## config.mk

```make
export PLATFORM = sky130hd
export DESIGN_NAME = apec_top
export DESIGN_NICKNAME = d
export VERILOG_FILES = /design/src/hw/apec_top.v
export VERILOG_INCLUDE_DIRS = /design/src /design/src/inc
export SDC_FILE = /design/constraint.sdc
export NUM_CORES = 1
export LEC_CHECK = 0
export BUFFER_PORTS_ARGS = -buffer_cell sky130_fd_sc_hd__buf_2
export CAP_MARGIN = 10
export CORE_ASPECT_RATIO = 0.6
export CORE_MARGIN = 4
export CORE_UTILIZATION = 45
export CTS_CLUSTER_DIAMETER = 30
export DETAILED_ROUTE_END_ITERATION = 7
export HOLD_SLACK_MARGIN = 0.1
export SYNTH_ARGS = -nofsm -noshare
export SYNTH_HDL_FRONTEND = slang
export SYNTH_SLANG_ARGS = --single-unit
```

## constraint.sdc

```tcl
create_clock -name ref_clk_in -period 5.4 [get_ports ref_clk_in]
set_clock_uncertainty 0.1 [all_clocks]
set_input_delay 0.27 -clock ref_clk_in [delete_from_list [all_inputs] [get_ports ref_clk_in]]
set_output_delay 0.27 -clock ref_clk_in [all_outputs]
set_load 0.03 [all_outputs]
```

## src/inc/apec_defines.vh

```
`ifndef APEC_DEFINES_VH
`define APEC_DEFINES_VH
// register byte offsets
`define APEC_CTRL 8'h00
`define APEC_STATUS 8'h04
`define APEC_MAIN_MASK 8'h08
`define APEC_EV1_MASK 8'h0C
`define APEC_EV2_MASK 8'h10
`define APEC_DAC 8'h14
`define APEC_IO_CFG 8'h18
`define APEC_IO_POL 8'h1C
`define APEC_IO_IN 8'h20
`define APEC_IO_SEL 8'h24
`define APEC_GCMP_CFG 8'h28
`define APEC_EDGE_MASK 8'h2C
`define APEC_EDGE_PEND 8'h30
`define APEC_ADC_MUX 8'h34
`define APEC_BUF_CFG 8'h38
// field positions
`define APEC_CTRL_BTN_EN 0
`define APEC_CTRL_HIB 1
`define APEC_CTRL_IRQ2_EV1 2
`define APEC_DAC_LIMIT_LSB 16
`define APEC_HI_LSB 16
`define APEC_PEND_PRESS 16
`define APEC_ADC_AUTO 4
`define APEC_BUF_SWAP 4
// synchroniser vector positions
`define APEC_S_FAST 0
`define APEC_S_LIMIT 3
`define APEC_S_IO 6
`define APEC_S_BTN 16
`define APEC_S_GCMP 17
`define APEC_S_W 21
// reset values
`define APEC_RST32 32'h0000_0000
`define APEC_SEL_NONE 3'h7
// timing
`define APEC_LONG_PRESS_MS 32'h0000_1F40
`define APEC_CLK_KHZ 32'h0003_D090
`endif

```

## src/hw/apec_top.v

```verilog
`timescale 1ns/1ps
`include "apec_defines.vh"
// Functional notes
// [RULE1] two protection comparators per amplifier, each output readable in status
// [RULE2] fast comparator threshold is an 8-bit DAC code, full scale 2.5V
// [RULE3] limit comparator threshold is a 10-bit DAC code, full scale 2.5V
// [RULE4] per-comparator mask lets a trip raise the main interrupt or not
// [RULE5] two more masks per comparator gate protect events one and two
// [RULE6] both protect events go straight to the driver protection logic
// [RULE7] ten front-end pins, each digital input or open-drain output
// [RULE8] each pin ties to a software data bit or a digital matrix line
// [RULE9] per-pin polarity, active high after reset, active low when set
// [RULE10] pins six to nine raise second interrupt on unmasked rise or fall
// [RULE11] enabled push button reports press, allows hibernate, wakes from it
// [RULE12] button held low over 8s in normal operation resets the controller
// [RULE13] ADC pre-mux picks one of 16 sources, direct or sequencer-stepped
// [RULE14] automatic scan skips sources whose scan mask bit is set
// [RULE15] seven bidirectional digital matrix lines for pins and comparators
// [RULE16] buffer output source select plus input swap control
// [RULE17] general comparator edge masks for second interrupt, optionally into event one
// [RULE18] driver logic uses event one to disable low, high or both groups
// [RULE19] events and main interrupt are OR of unmasked comparator outputs
// [RULE20] inputs synchronised before edge detection, edges held until cleared
module apec_top #(
    parameter [31:0] LONG_PRESS_CYCLES = `APEC_LONG_PRESS_MS * `APEC_CLK_KHZ
) (
    input wire ref_clk_in,
    input wire rst_n_in,
    input wire [7:0] paddr_in,
    input wire psel_in,
    input wire penable_in,
    input wire pwrite_in,
    input wire [31:0] pwdata_in,
    output reg [31:0] prdata_out,
    output reg pready_out,
    output reg pslverr_out,
    input wire [2:0] fast_protect_in,
    input wire [2:0] limit_protect_in,
    output reg [7:0] fast_protect_dac_out,
    output reg [9:0] limit_protect_dac_out,
    output reg main_irq_out,
    output reg second_irq_out,
    output reg protect_event_one_out,
    output reg protect_event_two_out,
    input wire [9:0] front_end_io_pin_in,
    output reg [9:0] front_end_io_pin_out,
    output reg [9:0] front_end_io_pin_oe_out,
    input wire [6:0] digital_route_matrix_in,
    output reg [6:0] digital_route_matrix_out,
    output reg [6:0] digital_route_matrix_oe_out,
    input wire [3:0] general_comparator_in,
    input wire push_button_in,
    output reg hibernate_out,
    output reg wake_out,
    output reg mcu_reset_out,
    input wire adc_step_in,
    output reg [3:0] adc_mux_sel_out,
    output reg [3:0] buffered_out_sel_out,
    output reg buffered_out_swap_out
);

function sel_hit;
    input [2:0] sel;
    input [2:0] line;
    begin
        sel_hit = (sel == line);
    end
endfunction

function [3:0] next_src;
    input [3:0] cur;
    input [15:0] mask;
    integer i;
    reg found;
    reg [3:0] c;
    begin
        next_src = cur;
        found = 1'b0;
        c = cur;
        for (i = 1; i < 16; i = i + 1) begin
            c = cur + i[3:0];
            if (!found && !mask[c]) begin
                next_src = c;
                found = 1'b1;
            end
        end
    end
endfunction

reg [`APEC_S_W-1:0] sync1;
reg [`APEC_S_W-1:0] sync2;
reg [`APEC_S_W-1:0] sync_prev;
reg [2:0] ctrl;
reg [5:0] main_mask;
reg [5:0] ev1_mask;
reg [5:0] ev2_mask;
reg [9:0] io_dir;
reg [9:0] io_route;
reg [9:0] io_pol;
reg [9:0] io_data;
reg [29:0] io_sel;
reg [19:0] gcmp_cfg;
reg [15:0] edge_mask;
reg [16:0] edge_pend;
reg [15:0] scan_mask;
reg adc_auto;
reg [31:0] press_cnt;
reg [31:0] next_rdata;
reg next_err;

wire [5:0] trip_now = sync2[5:0];
wire btn_now = sync2[`APEC_S_BTN];
wire btn_fall = sync_prev[`APEC_S_BTN] & ~btn_now;
wire [3:0] io_hi_now = sync2[`APEC_S_IO+9:`APEC_S_IO+6];
wire [3:0] io_hi_prev = sync_prev[`APEC_S_IO+9:`APEC_S_IO+6];
wire [3:0] gc_now = sync2[`APEC_S_GCMP+3:`APEC_S_GCMP];
wire [3:0] gc_prev = sync_prev[`APEC_S_GCMP+3:`APEC_S_GCMP];
wire [15:0] edge_seen = {gc_prev & ~gc_now, ~gc_prev & gc_now, io_hi_prev & ~io_hi_now, ~io_hi_prev & io_hi_now};
wire [9:0] io_logic_in = sync2[`APEC_S_IO+9:`APEC_S_IO] ^ io_pol; // [RULE9]
wire [3:0] gc_logic = gc_now ^ gcmp_cfg[3:0];
wire irq2_any = |edge_pend[15:0];
wire setup = psel_in & ~penable_in;
wire wr = psel_in & penable_in & pready_out & pwrite_in;
wire [31:0] wd = pwdata_in;

// matrix line drivers and pin outputs
reg [6:0] next_line_oe;
reg [6:0] next_line_val;
reg [9:0] next_pin_oe;
integer k;
integer p;
always @* begin
    next_line_oe = 7'h00;
    next_line_val = 7'h00;
    next_pin_oe = 10'h000;
    for (k = 0; k < 7; k = k + 1) begin
        for (p = 0; p < 10; p = p + 1) begin
            if (!io_dir[p] && io_route[p] && sel_hit(io_sel[3*p +: 3], k[2:0])) begin // [RULE15]
                next_line_oe[k] = 1'b1;
                next_line_val[k] = next_line_val[k] | io_logic_in[p];
            end
        end
        for (p = 0; p < 4; p = p + 1) begin
            if (gcmp_cfg[4+p] && sel_hit(gcmp_cfg[8+3*p +: 3], k[2:0])) begin // [RULE15]
                next_line_oe[k] = 1'b1;
                next_line_val[k] = next_line_val[k] | gc_logic[p];
            end
        end
    end
    for (p = 0; p < 10; p = p + 1) begin
        // open drain: only ever pulls low, so a driven pin means logical value low after polarity
        if (io_dir[p]) begin // [RULE7]
            if (io_route[p]) begin
                next_pin_oe[p] = ~(digital_route_matrix_in[io_sel[3*p +: 3]] ^ io_pol[p]); // [RULE8]
            end else begin
                next_pin_oe[p] = ~(io_data[p] ^ io_pol[p]); // [RULE8]
            end
            if (io_sel[3*p +: 3] == `APEC_SEL_NONE && io_route[p]) begin
                next_pin_oe[p] = 1'b0;
            end
        end
    end
end

always @* begin
    next_err = 1'b0;
    case (paddr_in)
        `APEC_CTRL: next_rdata = {29'h0, ctrl[2], hibernate_out, ctrl[0]};
        `APEC_STATUS: next_rdata = {24'h0, hibernate_out, btn_now, trip_now}; // [RULE1]
        `APEC_MAIN_MASK: next_rdata = {26'h0, main_mask};
        `APEC_EV1_MASK: next_rdata = {26'h0, ev1_mask};
        `APEC_EV2_MASK: next_rdata = {26'h0, ev2_mask};
        `APEC_DAC: next_rdata = {6'h0, limit_protect_dac_out, 8'h0, fast_protect_dac_out};
        `APEC_IO_CFG: next_rdata = {6'h0, io_route, 6'h0, io_dir};
        `APEC_IO_POL: next_rdata = {6'h0, io_data, 6'h0, io_pol};
        `APEC_IO_IN: next_rdata = {22'h0, io_logic_in};
        `APEC_IO_SEL: next_rdata = {2'h0, io_sel};
        `APEC_GCMP_CFG: next_rdata = {12'h0, gcmp_cfg};
        `APEC_EDGE_MASK: next_rdata = {16'h0, edge_mask};
        `APEC_EDGE_PEND: next_rdata = {15'h0, edge_pend};
        `APEC_ADC_MUX: next_rdata = {scan_mask, 11'h0, adc_auto, adc_mux_sel_out};
        `APEC_BUF_CFG: next_rdata = {27'h0, buffered_out_swap_out, buffered_out_sel_out};
        default: begin
            next_rdata = `APEC_RST32;
            next_err = 1'b1;
        end
    endcase
end

always @(posedge ref_clk_in or negedge rst_n_in) begin
    if (!rst_n_in) begin
        sync1 <= {`APEC_S_W{1'b0}};
        sync2 <= {`APEC_S_W{1'b0}};
        sync_prev <= {`APEC_S_W{1'b0}};
        prdata_out <= `APEC_RST32;
        pready_out <= 1'b0;
        pslverr_out <= 1'b0;
        ctrl <= 3'h0;
        main_mask <= 6'h00;
        ev1_mask <= 6'h00;
        ev2_mask <= 6'h00;
        fast_protect_dac_out <= 8'h00;
        limit_protect_dac_out <= 10'h000;
        io_dir <= 10'h000;
        io_route <= 10'h000;
        io_pol <= 10'h000;
        io_data <= 10'h000;
        io_sel <= 30'h3FFF_FFFF;
        gcmp_cfg <= 20'hFFF00;
        edge_mask <= 16'h0000;
        edge_pend <= 17'h00000;
        scan_mask <= 16'h0000;
        adc_auto <= 1'b0;
        adc_mux_sel_out <= 4'h0;
        buffered_out_sel_out <= 4'h0;
        buffered_out_swap_out <= 1'b0;
        press_cnt <= `APEC_RST32;
        hibernate_out <= 1'b0;
        wake_out <= 1'b0;
        mcu_reset_out <= 1'b0;
        main_irq_out <= 1'b0;
        second_irq_out <= 1'b0;
        protect_event_one_out <= 1'b0;
        protect_event_two_out <= 1'b0;
        front_end_io_pin_out <= 10'h000;
        front_end_io_pin_oe_out <= 10'h000;
        digital_route_matrix_out <= 7'h00;
        digital_route_matrix_oe_out <= 7'h00;
    end else begin
        // pins and pushbutton are sampled here before any edge logic sees them
        sync1 <= {general_comparator_in, push_button_in, front_end_io_pin_in, limit_protect_in, fast_protect_in}; // [RULE20]
        sync2 <= sync1;
        sync_prev <= sync2;
        // no wait states: pready rises for the access phase only
        pready_out <= setup;
        // error flag stands for the access cycle only, read data holds until the next setup
        pslverr_out <= setup & next_err;
        if (setup) begin
            prdata_out <= next_rdata;
        end
        if (wr) begin
            case (paddr_in)
                `APEC_CTRL: begin
                    ctrl[`APEC_CTRL_BTN_EN] <= wd[`APEC_CTRL_BTN_EN];
                    ctrl[`APEC_CTRL_IRQ2_EV1] <= wd[`APEC_CTRL_IRQ2_EV1]; // [RULE17]
                end
                `APEC_MAIN_MASK: main_mask <= wd[5:0]; // [RULE4]
                `APEC_EV1_MASK: ev1_mask <= wd[5:0]; // [RULE5]
                `APEC_EV2_MASK: ev2_mask <= wd[5:0]; // [RULE5]
                `APEC_DAC: begin
                    fast_protect_dac_out <= wd[7:0]; // [RULE2]
                    limit_protect_dac_out <= wd[`APEC_DAC_LIMIT_LSB +: 10]; // [RULE3]
                end
                `APEC_IO_CFG: begin
                    io_dir <= wd[9:0]; // [RULE7]
                    io_route <= wd[`APEC_HI_LSB +: 10]; // [RULE8]
                end
                `APEC_IO_POL: begin
                    io_pol <= wd[9:0]; // [RULE9]
                    io_data <= wd[`APEC_HI_LSB +: 10];
                end
                `APEC_IO_SEL: io_sel <= wd[29:0];
                `APEC_GCMP_CFG: gcmp_cfg <= wd[19:0];
                `APEC_EDGE_MASK: edge_mask <= wd[15:0]; // [RULE10] [RULE17]
                `APEC_ADC_MUX: begin
                    scan_mask <= wd[31:16]; // [RULE14]
                    adc_auto <= wd[`APEC_ADC_AUTO];
                end
                `APEC_BUF_CFG: begin
                    buffered_out_sel_out <= wd[3:0]; // [RULE16]
                    buffered_out_swap_out <= wd[`APEC_BUF_SWAP]; // [RULE16]
                end
                default: begin
                end
            endcase
        end
        // new edges win over a write-one-to-clear in the same cycle
        if (wr && paddr_in == `APEC_EDGE_PEND) begin
            edge_pend <= (edge_pend & ~wd[16:0]) | {ctrl[0] & btn_fall, edge_seen & edge_mask}; // [RULE20]
        end else begin
            edge_pend <= edge_pend | {ctrl[0] & btn_fall, edge_seen & edge_mask}; // [RULE10] [RULE11]
        end
        // direct write wins over a sequencer step in the same cycle
        if (wr && paddr_in == `APEC_ADC_MUX) begin
            adc_mux_sel_out <= wd[3:0]; // [RULE13]
        end else if (adc_auto && adc_step_in) begin
            adc_mux_sel_out <= next_src(adc_mux_sel_out, scan_mask); // [RULE13] [RULE14]
        end
        wake_out <= 1'b0;
        if (hibernate_out && btn_fall) begin
            hibernate_out <= 1'b0; // [RULE11]
            wake_out <= 1'b1;
        end else if (wr && paddr_in == `APEC_CTRL && wd[`APEC_CTRL_HIB] && ctrl[0]) begin
            hibernate_out <= 1'b1; // [RULE11]
        end
        // long press counter stops at the limit so it cannot wrap and release
        if (!btn_now && !hibernate_out) begin
            if (press_cnt != LONG_PRESS_CYCLES) begin
                press_cnt <= press_cnt + 32'h0000_0001; // [RULE12]
            end
        end else begin
            press_cnt <= `APEC_RST32;
        end
        mcu_reset_out <= !btn_now && !hibernate_out && press_cnt == LONG_PRESS_CYCLES; // [RULE12]
        main_irq_out <= |(trip_now & main_mask); // [RULE4] [RULE19]
        protect_event_one_out <= |(trip_now & ev1_mask) | (ctrl[2] & irq2_any); // [RULE6] [RULE17] [RULE19]
        protect_event_two_out <= |(trip_now & ev2_mask); // [RULE6] [RULE19]
        second_irq_out <= irq2_any; // [RULE10]
        front_end_io_pin_out <= 10'h000;
        front_end_io_pin_oe_out <= next_pin_oe; // [RULE7]
        digital_route_matrix_out <= next_line_val;
        digital_route_matrix_oe_out <= next_line_oe; // [RULE15]
    end
end

endmodule

```

## Word level (Yosys, flattened, before mapping)

Index checks and enable logic that the tools add are counted.

| cells by class | value |
|---|---|
| $add $sub $neg | 16 |
| order comparisons | 25 |
| eq/ne operators | 112 |
| mux-type cells | 343 |
| bitwise operators | 160 |
| reduce and logical (&&, ||, !) cells | 216 |

Operators with widths:

| operator | count |
|---|---|
| 32-bit case mux with 15 select lines | 1 |
| 1-bit two-way mux | 297 |
| 3-bit == test (second input constant) | 52 |
| 1-bit logical AND | 141 |
| 1-bit OR | 92 |
| 3-bit by 2-bit == test with 1-bit output (second input constant) | 28 |
| 4-bit by 5-bit less-than comparator with 1-bit output (second input constant) | 15 |
| 4-bit two-way mux | 17 |
| 32-bit two-way mux | 2 |
| 1-bit binary-select mux with 4-bit select | 15 |
| 8-bit by 6-bit == test with 1-bit output (second input constant) | 7 |
| 3-bit by 1-bit == test with 1-bit output (second input constant) | 14 |
| 3-bit logical NOT | 14 |
| 1-bit logical NOT | 40 |
| 3-bit by 4-bit less-than comparator with 1-bit output (second input constant) | 10 |
| 17-bit OR | 2 |
| 32-bit by 1-bit adder with 32-bit output (second input constant) | 1 |
| 4-bit adder (second input constant) | 8 |
| 32-bit by 31-bit == test with 1-bit output (second input constant) | 1 |
| 8-bit by 5-bit == test with 1-bit output (second input constant) | 4 |
| 32-bit by 31-bit != test with 1-bit output (second input constant) | 1 |
| 1-bit binary-select mux with 3-bit select | 10 |
| 2-bit AND reduction | 13 |
| 1-bit NOT | 22 |
| 23 further kinds | 65 |

| word-level totals | value |
|---|---|
| bits in registers | 347 |
| output and inout port bits | 102 |
| logic and storage cells | 909 |

## Logic depth before layout (Yosys ltp)

Gate-level depths: netlist of run 1.

| depth | value |
|---|---|
| word-level depth | 76 |
| gate-level depth with buffers | 14 |
| depth with buffers taken out | 11 |

## Worst setup path after synthesis of run 1

No wires, ideal clock.

| path | value |
|---|---|
| kind | register to register |
| from | register adc_mux_sel_out[2] |
| to | register adc_mux_sel_out[2] |
| arrival | 4.162 ns |
| data required time | 5.226 ns |
| path slack | 1.064 ns |
| stages on the path, launching flop included | 15 |
| path buffers | 3 |
| cells stage by stage | dfrtp_1 > buf_4 > clkbuf_1 > inv_1 > ha_1 > buf_1 > inv_1 > mux4_2 > inv_1 > or3_4 > or4_4 > o211a_1 > o31a_1 > a311o_1 > o21ai_2 |

| on the way | value |
|---|---|
| longest elaborated chain between the ends | 76 |
| elaborated cells on any way between the ends | 148 |
| classes of those cells | 15 x add/sub; 1 x eq/ne; 89 x mux; 43 x reduce/logical |

RTL lines:

| item | line | source |
|---|---|---|
| from (decl) | apec_top.v:57 | `output reg [3:0] adc_mux_sel_out,` |
| from (signal assigned) | apec_top.v:285 | `adc_mux_sel_out <= wd[3:0];` |
| from (signal assigned) | apec_top.v:287 | `adc_mux_sel_out <= next_src(adc_mux_sel_out, scan_mask);` |
| parallel branches: the longest is 76 deep, another holds 4-bit by 1-bit adder with 4-bit output | -- |  |

Parallel ways; which one is timed is not known. The select of a mux whose other input is x is not followed.
A chain may end at the register's enable or synchronous reset.

## Worst setup path in the final report of run 1

| path | value |
|---|---|
| from | register adc_mux_sel_out[1] |
| to | register adc_mux_sel_out[2] |

Same word-level chain as after synthesis.

==> results by stage, run 1 <==
Status:
- The flow ran to the end, and the final reports show no timing, DRC or antenna violations.

Clock network:
- The count of buffers added by post-CTS timing repair for setup is 0.
- For this design, the sink count on the clock tree is about 340.
- The clock transition time at the flip-flop clock pins of the worst setup and hold paths is about 0.05 ns.
- The total of cells resized after clock tree synthesis is 0.
- The cts-stage hold buffer count is 57.
- The CTS tree is done.
- The tree is rooted in a sky130_fd_sc_hd__clkbuf_16.
- CTS built an H-tree with a depth of 2.
- The number of clock buffers inserted by TritonCTS is between 50 and 60.
- The clock latency on the worst-skew pair is slightly below 0.6 ns.
- The clock passes through at most 3 buffers.

Synth:
- The synthesis-stage register bit count is 335.
- The area of the mapped netlist is between 15000 and 20000 um^2.
- For this run, the leading register cell type out of synthesis is sky130_fd_sc_hd__dfrtp_1.
- The unique cell type count in the Yosys netlist is just over 80.
- The mean instance size in the synthesized netlist is ~10 um^2.
- After synthesis, flip-flops and latches occupy 46.3% of the total area.
- After synthesis, the share of flip-flops with an asynchronous set or reset is 100%.
- The synthesis warning total is 0.
- Counting flops with a built-in enable in the synthesized netlist gives 0.
- The gate count of the mapped netlist is 1743.

Detailed routing:
- The final layout contains routed wiring with a total length of approximately 73000 um.
- The number of iterations in the first detailed-routing pass is 8.
- In the routed design, unresolved DRC markers number 0.
- The detail route stage leaves a number of antenna-violating nets equal to 0.
- Using the TritonRoute via totals, the vias-per-cell ratio works out to 6.56.
- In the final routed layout, each cell accounts on average for a little under 30 um.
- The detailed router placed 16.5k vias in this run.
- The detailed router finished its first iteration with approximately 2.3k violations.

Die:
- Measured along the x axis, the die boundary spans 268 um.
- The floorplan step defined a core boundary enclosing just under 40000 um^2.
- The floorplan step defined a die boundary enclosing about 44000 um^2.
- The total number of placement rows is 56.
- The starting density of the core is 46.1%.
- The die is 164 um tall.
- During I/O placement, the number of pins put on the boundary was 176.

STA:
- Setup repair after global routing left no endpoint under its margin.
- The routed design could run at a clock period as short as 4.48 ns.
- At the pin with the least slew margin, the transition time is between 1 and 1.5 ns.
- The maximum clock frequency is 223 MHz.
- The setup slack after layout is 0.924 ns.
- The final-report max-slew violation count was 0.
- For the final routed database, the setup TNS stands at 0 ns.
- The minimum hold slack is approximately 0.15 ns.
- The final-report hold violation count is 0.
- The relative slew slack is 18.0%.
- The total of endpoints with negative setup slack in the final report is 0.
- In the finished design, the share of the clock period the worst path needs comes to 82.9%.

Placed design:
- The number of buffers inserted by port buffering is roughly 170.
- The wire-length estimate of the detail-placed layout is approximately 54000 um.
- Summing all placed instances gives a cell area of 19500 um^2.
- The worst setup slack before clock tree synthesis is between 1 and 1.5 ns.
- The number of placed instances, taps included is 2357.
- The final estimated routing congestion in global placement is 1.06.

Final layout:
- Registers take around 8400 um^2.
- The layout-stage area growth over the synthesis result is 20.0%.
- The share of final-layout standard cells stronger than drive strength 1 is 27.1%.
- The number of fill cells is 3486.
- The post-route standard cell area excluding fillers is 21800 um^2.
- At the end of the flow, the number of nets in the layout was 2028.
- The multi-input combinational cells in the finished layout cover a total of 9220 um^2.
- The count of non-filler cells in the finished layout is about 2.5k.

GRT:
- The via count of the first global-routing pass is 15.7k.
- After global routing the overflow that remains totals 0.
- The pin count of the biggest net entering global routing is between 100 and 150.
- The overall fraction of global-route tracks in use is between 30% and 40%.
- The initial antenna violation count was 1.
- The wire length of the first global-routing pass is ~110000 um.

Pwr:
- The share of total power dissipated in sequential elements is 39.9%.
- Across the VDD grid, the largest voltage drop is ~0.34 mV.
- The net switching power is 1.74 mW.
- The leakage dissipation is between 9 and 10 nW.
- Net switching is 26.4% of the power.
- The relative contribution of combinational cells to total power is 7.5%.
- The design internal power is 4.85 mW.
- Dividing total power by cell area gives a power density of 302 nW/um^2.
- The clock power share is approximately 53%.

Worst hold path:
- The endpoint of the worst hold-timing path is prdata_out[31]$_DFFE_PN0P_.
- The startpoint of the lowest-slack hold path is psel_in.
- The worst hold path passes through 5 cells.
- The worst hold-check path type is input port to flip-flop.

Critical path:
- The maximum net fanout on the critical path is 14.
- The worst register-to-register path has a depth of 11.
- The reg-to-reg critical path endpoint is adc_mux_sel_out[2]$_DFFE_PN0P_.
- The type of element launching the critical path is a flip-flop.
- Setup slack on the worst reg-to-reg path comes out at 0.92 ns.
- The worst setup path is of the flip-flop to flip-flop kind.
- The sort of element at the end of the critical path is a flip-flop.
- The worst register-to-register path begins at adc_mux_sel_out[1]$_DFFE_PN0P_.
- The arrival time of data at the critical path endpoint is 4.89 ns.
- For the worst setup path, the data required time is approximately 5.8 ns.

Job:
- Across the run, the number of max-cap violations was 0.
## layout by cell type (no fill, tap or decap), types with 32 or more instances in the layout
cell / instances
sky130_fd_sc_hd__nor3_1: 35
sky130_fd_sc_hd__a21oi_1: 44
sky130_fd_sc_hd__nand2_1: 199
sky130_fd_sc_hd__o21ai_0: 45
sky130_fd_sc_hd__nand3_1: 61
sky130_fd_sc_hd__mux2_2: 165
sky130_fd_sc_hd__a22oi_1: 64
sky130_fd_sc_hd__mux2i_1: 41
sky130_fd_sc_hd__dlygate4sd3_1: 57
sky130_fd_sc_hd__nand4_1: 39
sky130_fd_sc_hd__clkbuf_16: 52
sky130_fd_sc_hd__buf_2: 164
sky130_fd_sc_hd__a222oi_1: 32
sky130_fd_sc_hd__dfstp_2: 42
sky130_fd_sc_hd__dfrtp_1: 293
sky130_fd_sc_hd__nor2_1: 148
sky130_fd_sc_hd__xor2_1: 38
## flip-flops by register name, indices dropped and copies added (netlist names), 6 cells and up
name / count
limit_protect_dac_out: 10
io_data: 10
main_mask: 6
scan_mask: 16
io_sel: 30
edge_mask: 16
press_cnt: 32
fast_protect_dac_out: 8
ev1_mask: 6
digital_route_matrix_out: 7
io_route: 10
io_pol: 10
prdata_out: 32
sync1: 21
io_dir: 10
sync_prev: 9
sync2: 21
front_end_io_pin_oe_out: 10
ev2_mask: 6
digital_route_matrix_oe_out: 7
edge_pend: 17
gcmp_cfg: 20
## worst max path at each step
stage | start | to | slack, ns | cells past startpoint
6_report | adc_mux_sel_out[1]$_DFFE_PN0P_ | adc_mux_sel_out[2]$_DFFE_PN0P_ | 0.92 | 11
5_1_grt | adc_mux_sel_out[1]$_DFFE_PN0P_ | adc_mux_sel_out[3]$_DFFE_PN0P_ | 0.63 | 12
4_1_cts | adc_mux_sel_out[1]$_DFFE_PN0P_ | adc_mux_sel_out[2]$_DFFE_PN0P_ | 1.01 | 11
3_5_place_dp | adc_mux_sel_out[1]$_DFFE_PN0P_ | adc_mux_sel_out[2]$_DFFE_PN0P_ | 1.02 | 11
3_3_place_gp | adc_mux_sel_out[1]$_DFFE_PN0P_ | adc_mux_sel_out[2]$_DFFE_PN0P_ | 1.06 | 12
2_1_floorplan | adc_mux_sel_out[2]$_DFFE_PN0P_ | adc_mux_sel_out[2]$_DFFE_PN0P_ | 1.06 | 14
## metal layers
metal,wire [um],global-route usage [%]
met4,1040,5.25
met5,0,0
met1,34200,52.8
met3,9780,10.8
met2,28200,43.2
## Yosys cell counts (all sizes together), types with 5 or more instances
master   instances  share of area [%]
dfrtp          293                 40
o22ai           18               0.62
xor2            40                2.1
xnor2           19                1.0
mux4            32                4.1
nand2          200                4.1
a31oi           23               0.79
nand2b          21               0.72
or3              8               0.30
nand4           39                1.3
a22oi           64                2.6
ha               9               0.62
buf             23                1.0
dfstp           42                6.1
nor3            35               0.96
o2111ai          6               0.29
a222oi          32                1.8
and2             9               0.31
nor2           151                3.1
nand3           61                1.7
a221oi          14               0.67
inv             28               0.58
o21ai           46                1.3
a21oi           44                1.2
mux2i           43                2.4
and3            21               0.72
or2              6               0.21
o22a             5               0.24
nor3b           18               0.74
clkbuf          82                1.7
a32o             8               0.44
o32ai            5               0.24
nor2b           30                1.0
o211ai          13               0.54
mux2           168                 10
nor4            14               0.48
a41oi            5               0.24
## through the flow
stage                     power [mW]  util [%]
after global routing            6.80      55.3
after detailed placement        3.12      49.2
after global placement          3.12      49.2
after CTS                       6.62      55.3
final                           6.59      55.3
after floorplan                 2.90         -
## area by class of cell
cell class | count | area share [%]
antenna | 1 | 0.0115
clock buffer | 62 | 6.36
clock inverter | 34 | 1.98
inverter | 29 | 0.498
multi-input combinational | 1283 | 42.2
sequential | 335 | 38.6
tap | 522 | 2.99
timing repair buffer | 245 | 7.34
## cell families (layout without fill, tap and decap cells)
family | after synthesis | after routing | synth area share (%)
AOI/OAI and AO/OA | 325 | 325 | 13.0
xor gates and xnor gates | 59 | 59 | 3.06
adders and majority gates | 9 | 9 | 0.618
buffers and inverters | 134 | 370 | 3.28
DFF | 335 | 335 | 46.3
muxes | 243 | 243 | 16.9
other | 1 | 11 | 0.0206
and+or+nand+nor | 637 | 637 | 16.9
## power groups by stage
stage	logic, mW	registers, mW	clock network (mW)
6_report	0.493	2.63	3.47
5_1_grt	0.528	2.63	3.64
4_1_cts	0.487	2.63	3.50
3_5_place_dp	0.453	2.67	0
3_3_place_gp	0.448	2.67	0
2_1_floorplan	0.199	2.70	0
## worst max-delay path: stages (launching register included)
cell,delay [ns]
sky130_fd_sc_hd__dfrtp_1,0.47
sky130_fd_sc_hd__inv_1,0.19
sky130_fd_sc_hd__ha_1,0.74
sky130_fd_sc_hd__mux4_2,0.38
sky130_fd_sc_hd__mux2i_2,0.11
sky130_fd_sc_hd__mux2i_1,0.33
sky130_fd_sc_hd__o211ai_1,0.37
sky130_fd_sc_hd__or4_4,0.68
sky130_fd_sc_hd__o211a_1,0.27
sky130_fd_sc_hd__o31a_1,0.29
sky130_fd_sc_hd__a311o_1,0.33
sky130_fd_sc_hd__o21ai_2,0.12
Power figures use the tool's default switching activity.
==> run 2, diff against run 1 <==
==> constraint.sdc (replaced) <==
create_clock -name ref_clk_in -period 4.4 [get_ports ref_clk_in]
set_clock_uncertainty 0.1 [all_clocks]
set_input_delay 0.22 -clock ref_clk_in [delete_from_list [all_inputs] [get_ports ref_clk_in]]
set_output_delay 0.22 -clock ref_clk_in [all_outputs]
set_load 0.03 [all_outputs]
==> run 2 against run 1 <==
The flow now finishes with violations (DRC). Hold slack worse by 0.0013 ns. Total power is 24% higher. Non-clock buffer count up 28. Flip-flop and latch count did not move. Critical path depth did not move. Routed wire length rose by 1.0%. Die area is the same. Largest cell class unchanged. Largest power group unchanged. Highest routed layer is now met5.
==> results by stage, run 2 (synthesis gave the netlist of run 1 again) <==
STA:
- The measured slew at the worst slew-check pin is 1.32 ns (+0.0894 ns).
- The final-report max-slew violation count is 0 (unchanged).
- The total of endpoints with negative setup slack in the final report was 0 (unchanged).
- The relative slew slack came to 12.1% (-6.0 points).
- The setup total negative slack came to 0 ns (unchanged).
- The final-report hold violation count is 0 (unchanged).
- Setup repair after global routing left no endpoint under its margin.
- The minimum period implied by the final worst setup slack is 4.22 ns (-0.253 ns).
- The maximum clock frequency was 237 MHz (+6.0%).
- The share of the cycle needed by the critical path after routing came to 96.0% (+13 points).

Critical path:
- The worst flop-to-flop path startpoint is adc_mux_sel_out[0]$_DFFE_PN0P_.
- The count of buffer and inverter cells on the critical path was 3 (+2).
- The reg-to-reg critical path endpoint is adc_mux_sel_out[2]$_DFFE_PN0P_.
- The maximum net fanout on the critical path is 25 (+11).
- The sort of element at the end of the critical path is a flip-flop.
- The cell type group with the largest total delay on the critical path is multiplexers.
- The delay of the slowest cell on the worst path is 0.77 ns (+0.03 ns).
- The arrival time of data at the critical path endpoint came to 4.59 ns (-0.30 ns).
- The critical path starts at adc_mux_sel_out[0]$_DFFE_PN0P_.
- The cell with the largest stage delay on the worst path is sky130_fd_sc_hd__mux4_1.
- The required arrival time at the worst endpoint came to 4.77 ns (-1.04 ns).
- Counting stages on the worst path, the most repeated cell is sky130_fd_sc_hd__buf_4.
- The minimum setup slack among reg-to-reg paths is 0.18 ns (-0.75 ns).
- The type of the worst setup path is flip-flop to flip-flop.
- The depth of the most critical reg-to-reg path is 11 (unchanged).
- The critical path goes through buf_4 -> mux4_1 -> mux4_2 -> inv_1 -> a311o_1 -> o2bb2ai_1 -> a211oi_1 -> o311ai_0 -> buf_4 -> nor3_2 -> o21ai_2.
- STA classifies the critical path startpoint as a flip-flop.

Job:
- The max-cap violation count is 0 (unchanged).

GRT:
- The via count of the first global-routing pass is 15.7k (+0.30%).
- The initial antenna violation count came to 3 (+2).
- The wire length of the first global-routing pass was 110000 um (+2.2%).
- The overall fraction of global-route tracks in use was 33.6% (+0.67 points).
- The pin count of the biggest net entering global routing was 102 (-28%).
- The overflow left after global routing is 0 (unchanged).

Pwr:
- The leakage dissipation came to 9.85 nW (+1.8%).
- The power density relative to cell area is 370 nW/um^2 (+23%).
- The largest voltage drop on the vdd net is 0.298 mV (-12%).
- The overall power after layout is 8.20 mW (+24%).

Detailed routing:
- The vias after detailed routing was 16.5k (+0.39%).
- The routed via count divided by cell count came to 6.51 (-0.80%).
- The total wire length is 74000 um (+1.0%).
- The number of iterations in the first detailed-routing pass is 8 (unchanged).
- The average wire per cell in the routed design is 29.1 um (-0.19%).
- The number of DRC markers in iteration 0 is 2543 (+11%).
- The post-route antenna net violation count was 0 (unchanged).
- The total DRC errors in the routed layout came to 2 (+2).

Worst hold path:
- In this run the most critical hold path is launched from front_end_io_pin_in[3].
- The worst hold-check path type is input port to flip-flop.
- The endpoint of the worst hold-timing path is sync1[9]$_DFF_PN0_.
- The worst hold path depth is 2 (-3).

Clock network:
- The number of levels in the clock H-tree is 2 (unchanged).
- The maximum buffer depth of the clock tree came to 3 (unchanged).
- The number of sinks handled by clock tree synthesis is 335 (unchanged).
- The clock transition time at the flip-flop clock pins of the worst setup and hold paths is 0.07 ns (+0.02 ns).
- The CTS tree is done.
- The clock latency on the worst-skew pair is 0.61 ns (+0.02 ns).
- The count of buffers added by post-CTS timing repair for setup is 0 (unchanged).
- The number of clock buffers inserted by TritonCTS is 52 (+2.0%).
- The library cell used as clock root buffer is sky130_fd_sc_hd__clkbuf_16.

Die:
- The boundary pin count came to 176 (unchanged).
- The starting density of the core is 46.1% (unchanged).
- The core area is 39500 um^2 (unchanged).
- The die width came to 268 um (unchanged).
- The overall die height was 164 um (unchanged).
- The total number of placement rows is 56 (unchanged).
- The die footprint was 43900 um^2 (unchanged).

Final layout:
- The share of final-layout standard cells stronger than drive strength 1 is 28.1% (+1.0 points).
- The post-route standard cell area excluding fillers is 22100 um^2 (+1.3%).
- Leaving out fill and tap cells, the most frequent cell in the layout is sky130_fd_sc_hd__dfrtp_1.
- From synthesis to final layout, the design area changed by 21.5%.
- The final net count came to 2057 (+1.4%).
- In the layout the commonest cells are sky130_fd_sc_hd__dfrtp_1, sky130_fd_sc_hd__nand2_1, sky130_fd_sc_hd__mux2_2, sky130_fd_sc_hd__buf_2, sky130_fd_sc_hd__nor2_1.
- The number of fill cells was 3518 (+0.92%).
- The largest registers in the layout are prdata_out: 32 flops, press_cnt: 32 flops, io_sel: 30 flops.

Placed design:
- The total cell area at the placement stage is 19600 um^2 (+0.95%).
- The final estimated routing congestion in global placement was 1.04 (-1.7%).
- The number of buffers inserted by port buffering is 165 (unchanged).
- The placed wire-length estimate is 55700 um (+2.3%).

Status:
- The checks that failed: DRC.
- The run finished, with violations left.
-- run 2: cell types whose count changed in the layout (fill, tap and decap cells not counted), moves of 3 or more --
cell / previous run / this run
sky130_fd_sc_hd__clkinv_4: 8 / 5
sky130_fd_sc_hd__clkinvlp_4: 5 / 2
sky130_fd_sc_hd__dlygate4sd3_1: 57 / 60
sky130_fd_sc_hd__buf_4: 21 / 46
sky130_fd_sc_hd__clkinv_2: 2 / 6
-- run 2: through the flow --
stage / setup WS, ns / hold slack [ns] / cells / util, %
detailed placement: 0.230 / 0.0790 / 2382 / 49.7
global route: 0.0534 / 0.148 / 2540 / 56.0
global placement: 0.204 / 0.0783 / 2382 / 49.7
finish: 0.177 / 0.145 / 2541 / 56.0
CTS: 0.202 / 0.127 / 2539 / 56.0
floorplan: 0.0639 / -0.176 / 1752 / -
-- run 2: routing by layer --
metal | part of all wire [%] | global-route usage, % | vias up
li1 | - | - | 6983
met1 | 47 | 54.5 | 8316
met2 | 37 | 42.8 | 1106
met3 | 13 | 10.6 | 124
met4 | 2.1 | 7.35 | 2
met5 | 0.018 | 0 | -
-- run 2: cell type report --
type                    count  area, um^2  area share, %
diodes                      2        5.00         0.0226
clock buffers              62        1420           6.42
well taps                 522         653           2.95
flip-flops and latches    335        8440           38.1
inverters                  29         109          0.492
clock inverters            35         460           2.08
multi-input cells        1283        9230           41.7
repair buffers            273        1820           8.23
-- run 2: report_power, final --
part | internal [mW] | total, mW | switching (mW)
Combinational | 0.211 | 0.628 | 0.417
Sequential | 3.15 | 3.22 | 0.0707
Clock | 2.67 | 4.34 | 1.68
Total | 6.03 | 8.20 | 2.16
-- run 2: worst max-delay path by stage --
| stage | to | cells past startpoint |
|---|---|---|
| global route | adc_mux_sel_out[2]$_DFFE_PN0P_ | 11 |
| floorplan | adc_mux_sel_out[2]$_DFFE_PN0P_ | 14 |
| detailed placement | adc_mux_sel_out[2]$_DFFE_PN0P_ | 12 |
| CTS | adc_mux_sel_out[2]$_DFFE_PN0P_ | 12 |
| global placement | adc_mux_sel_out[2]$_DFFE_PN0P_ | 11 |
| finish | adc_mux_sel_out[2]$_DFFE_PN0P_ | 11 |
-- run 2: timing repair --
item / 4_1_cts / 5_1_grt
hold buffers: 60 / 0
setup endpoints to repair: 0 / 1
gates resized for setup: 0 / 2
endpoints found under the hold margin: 468 / 0
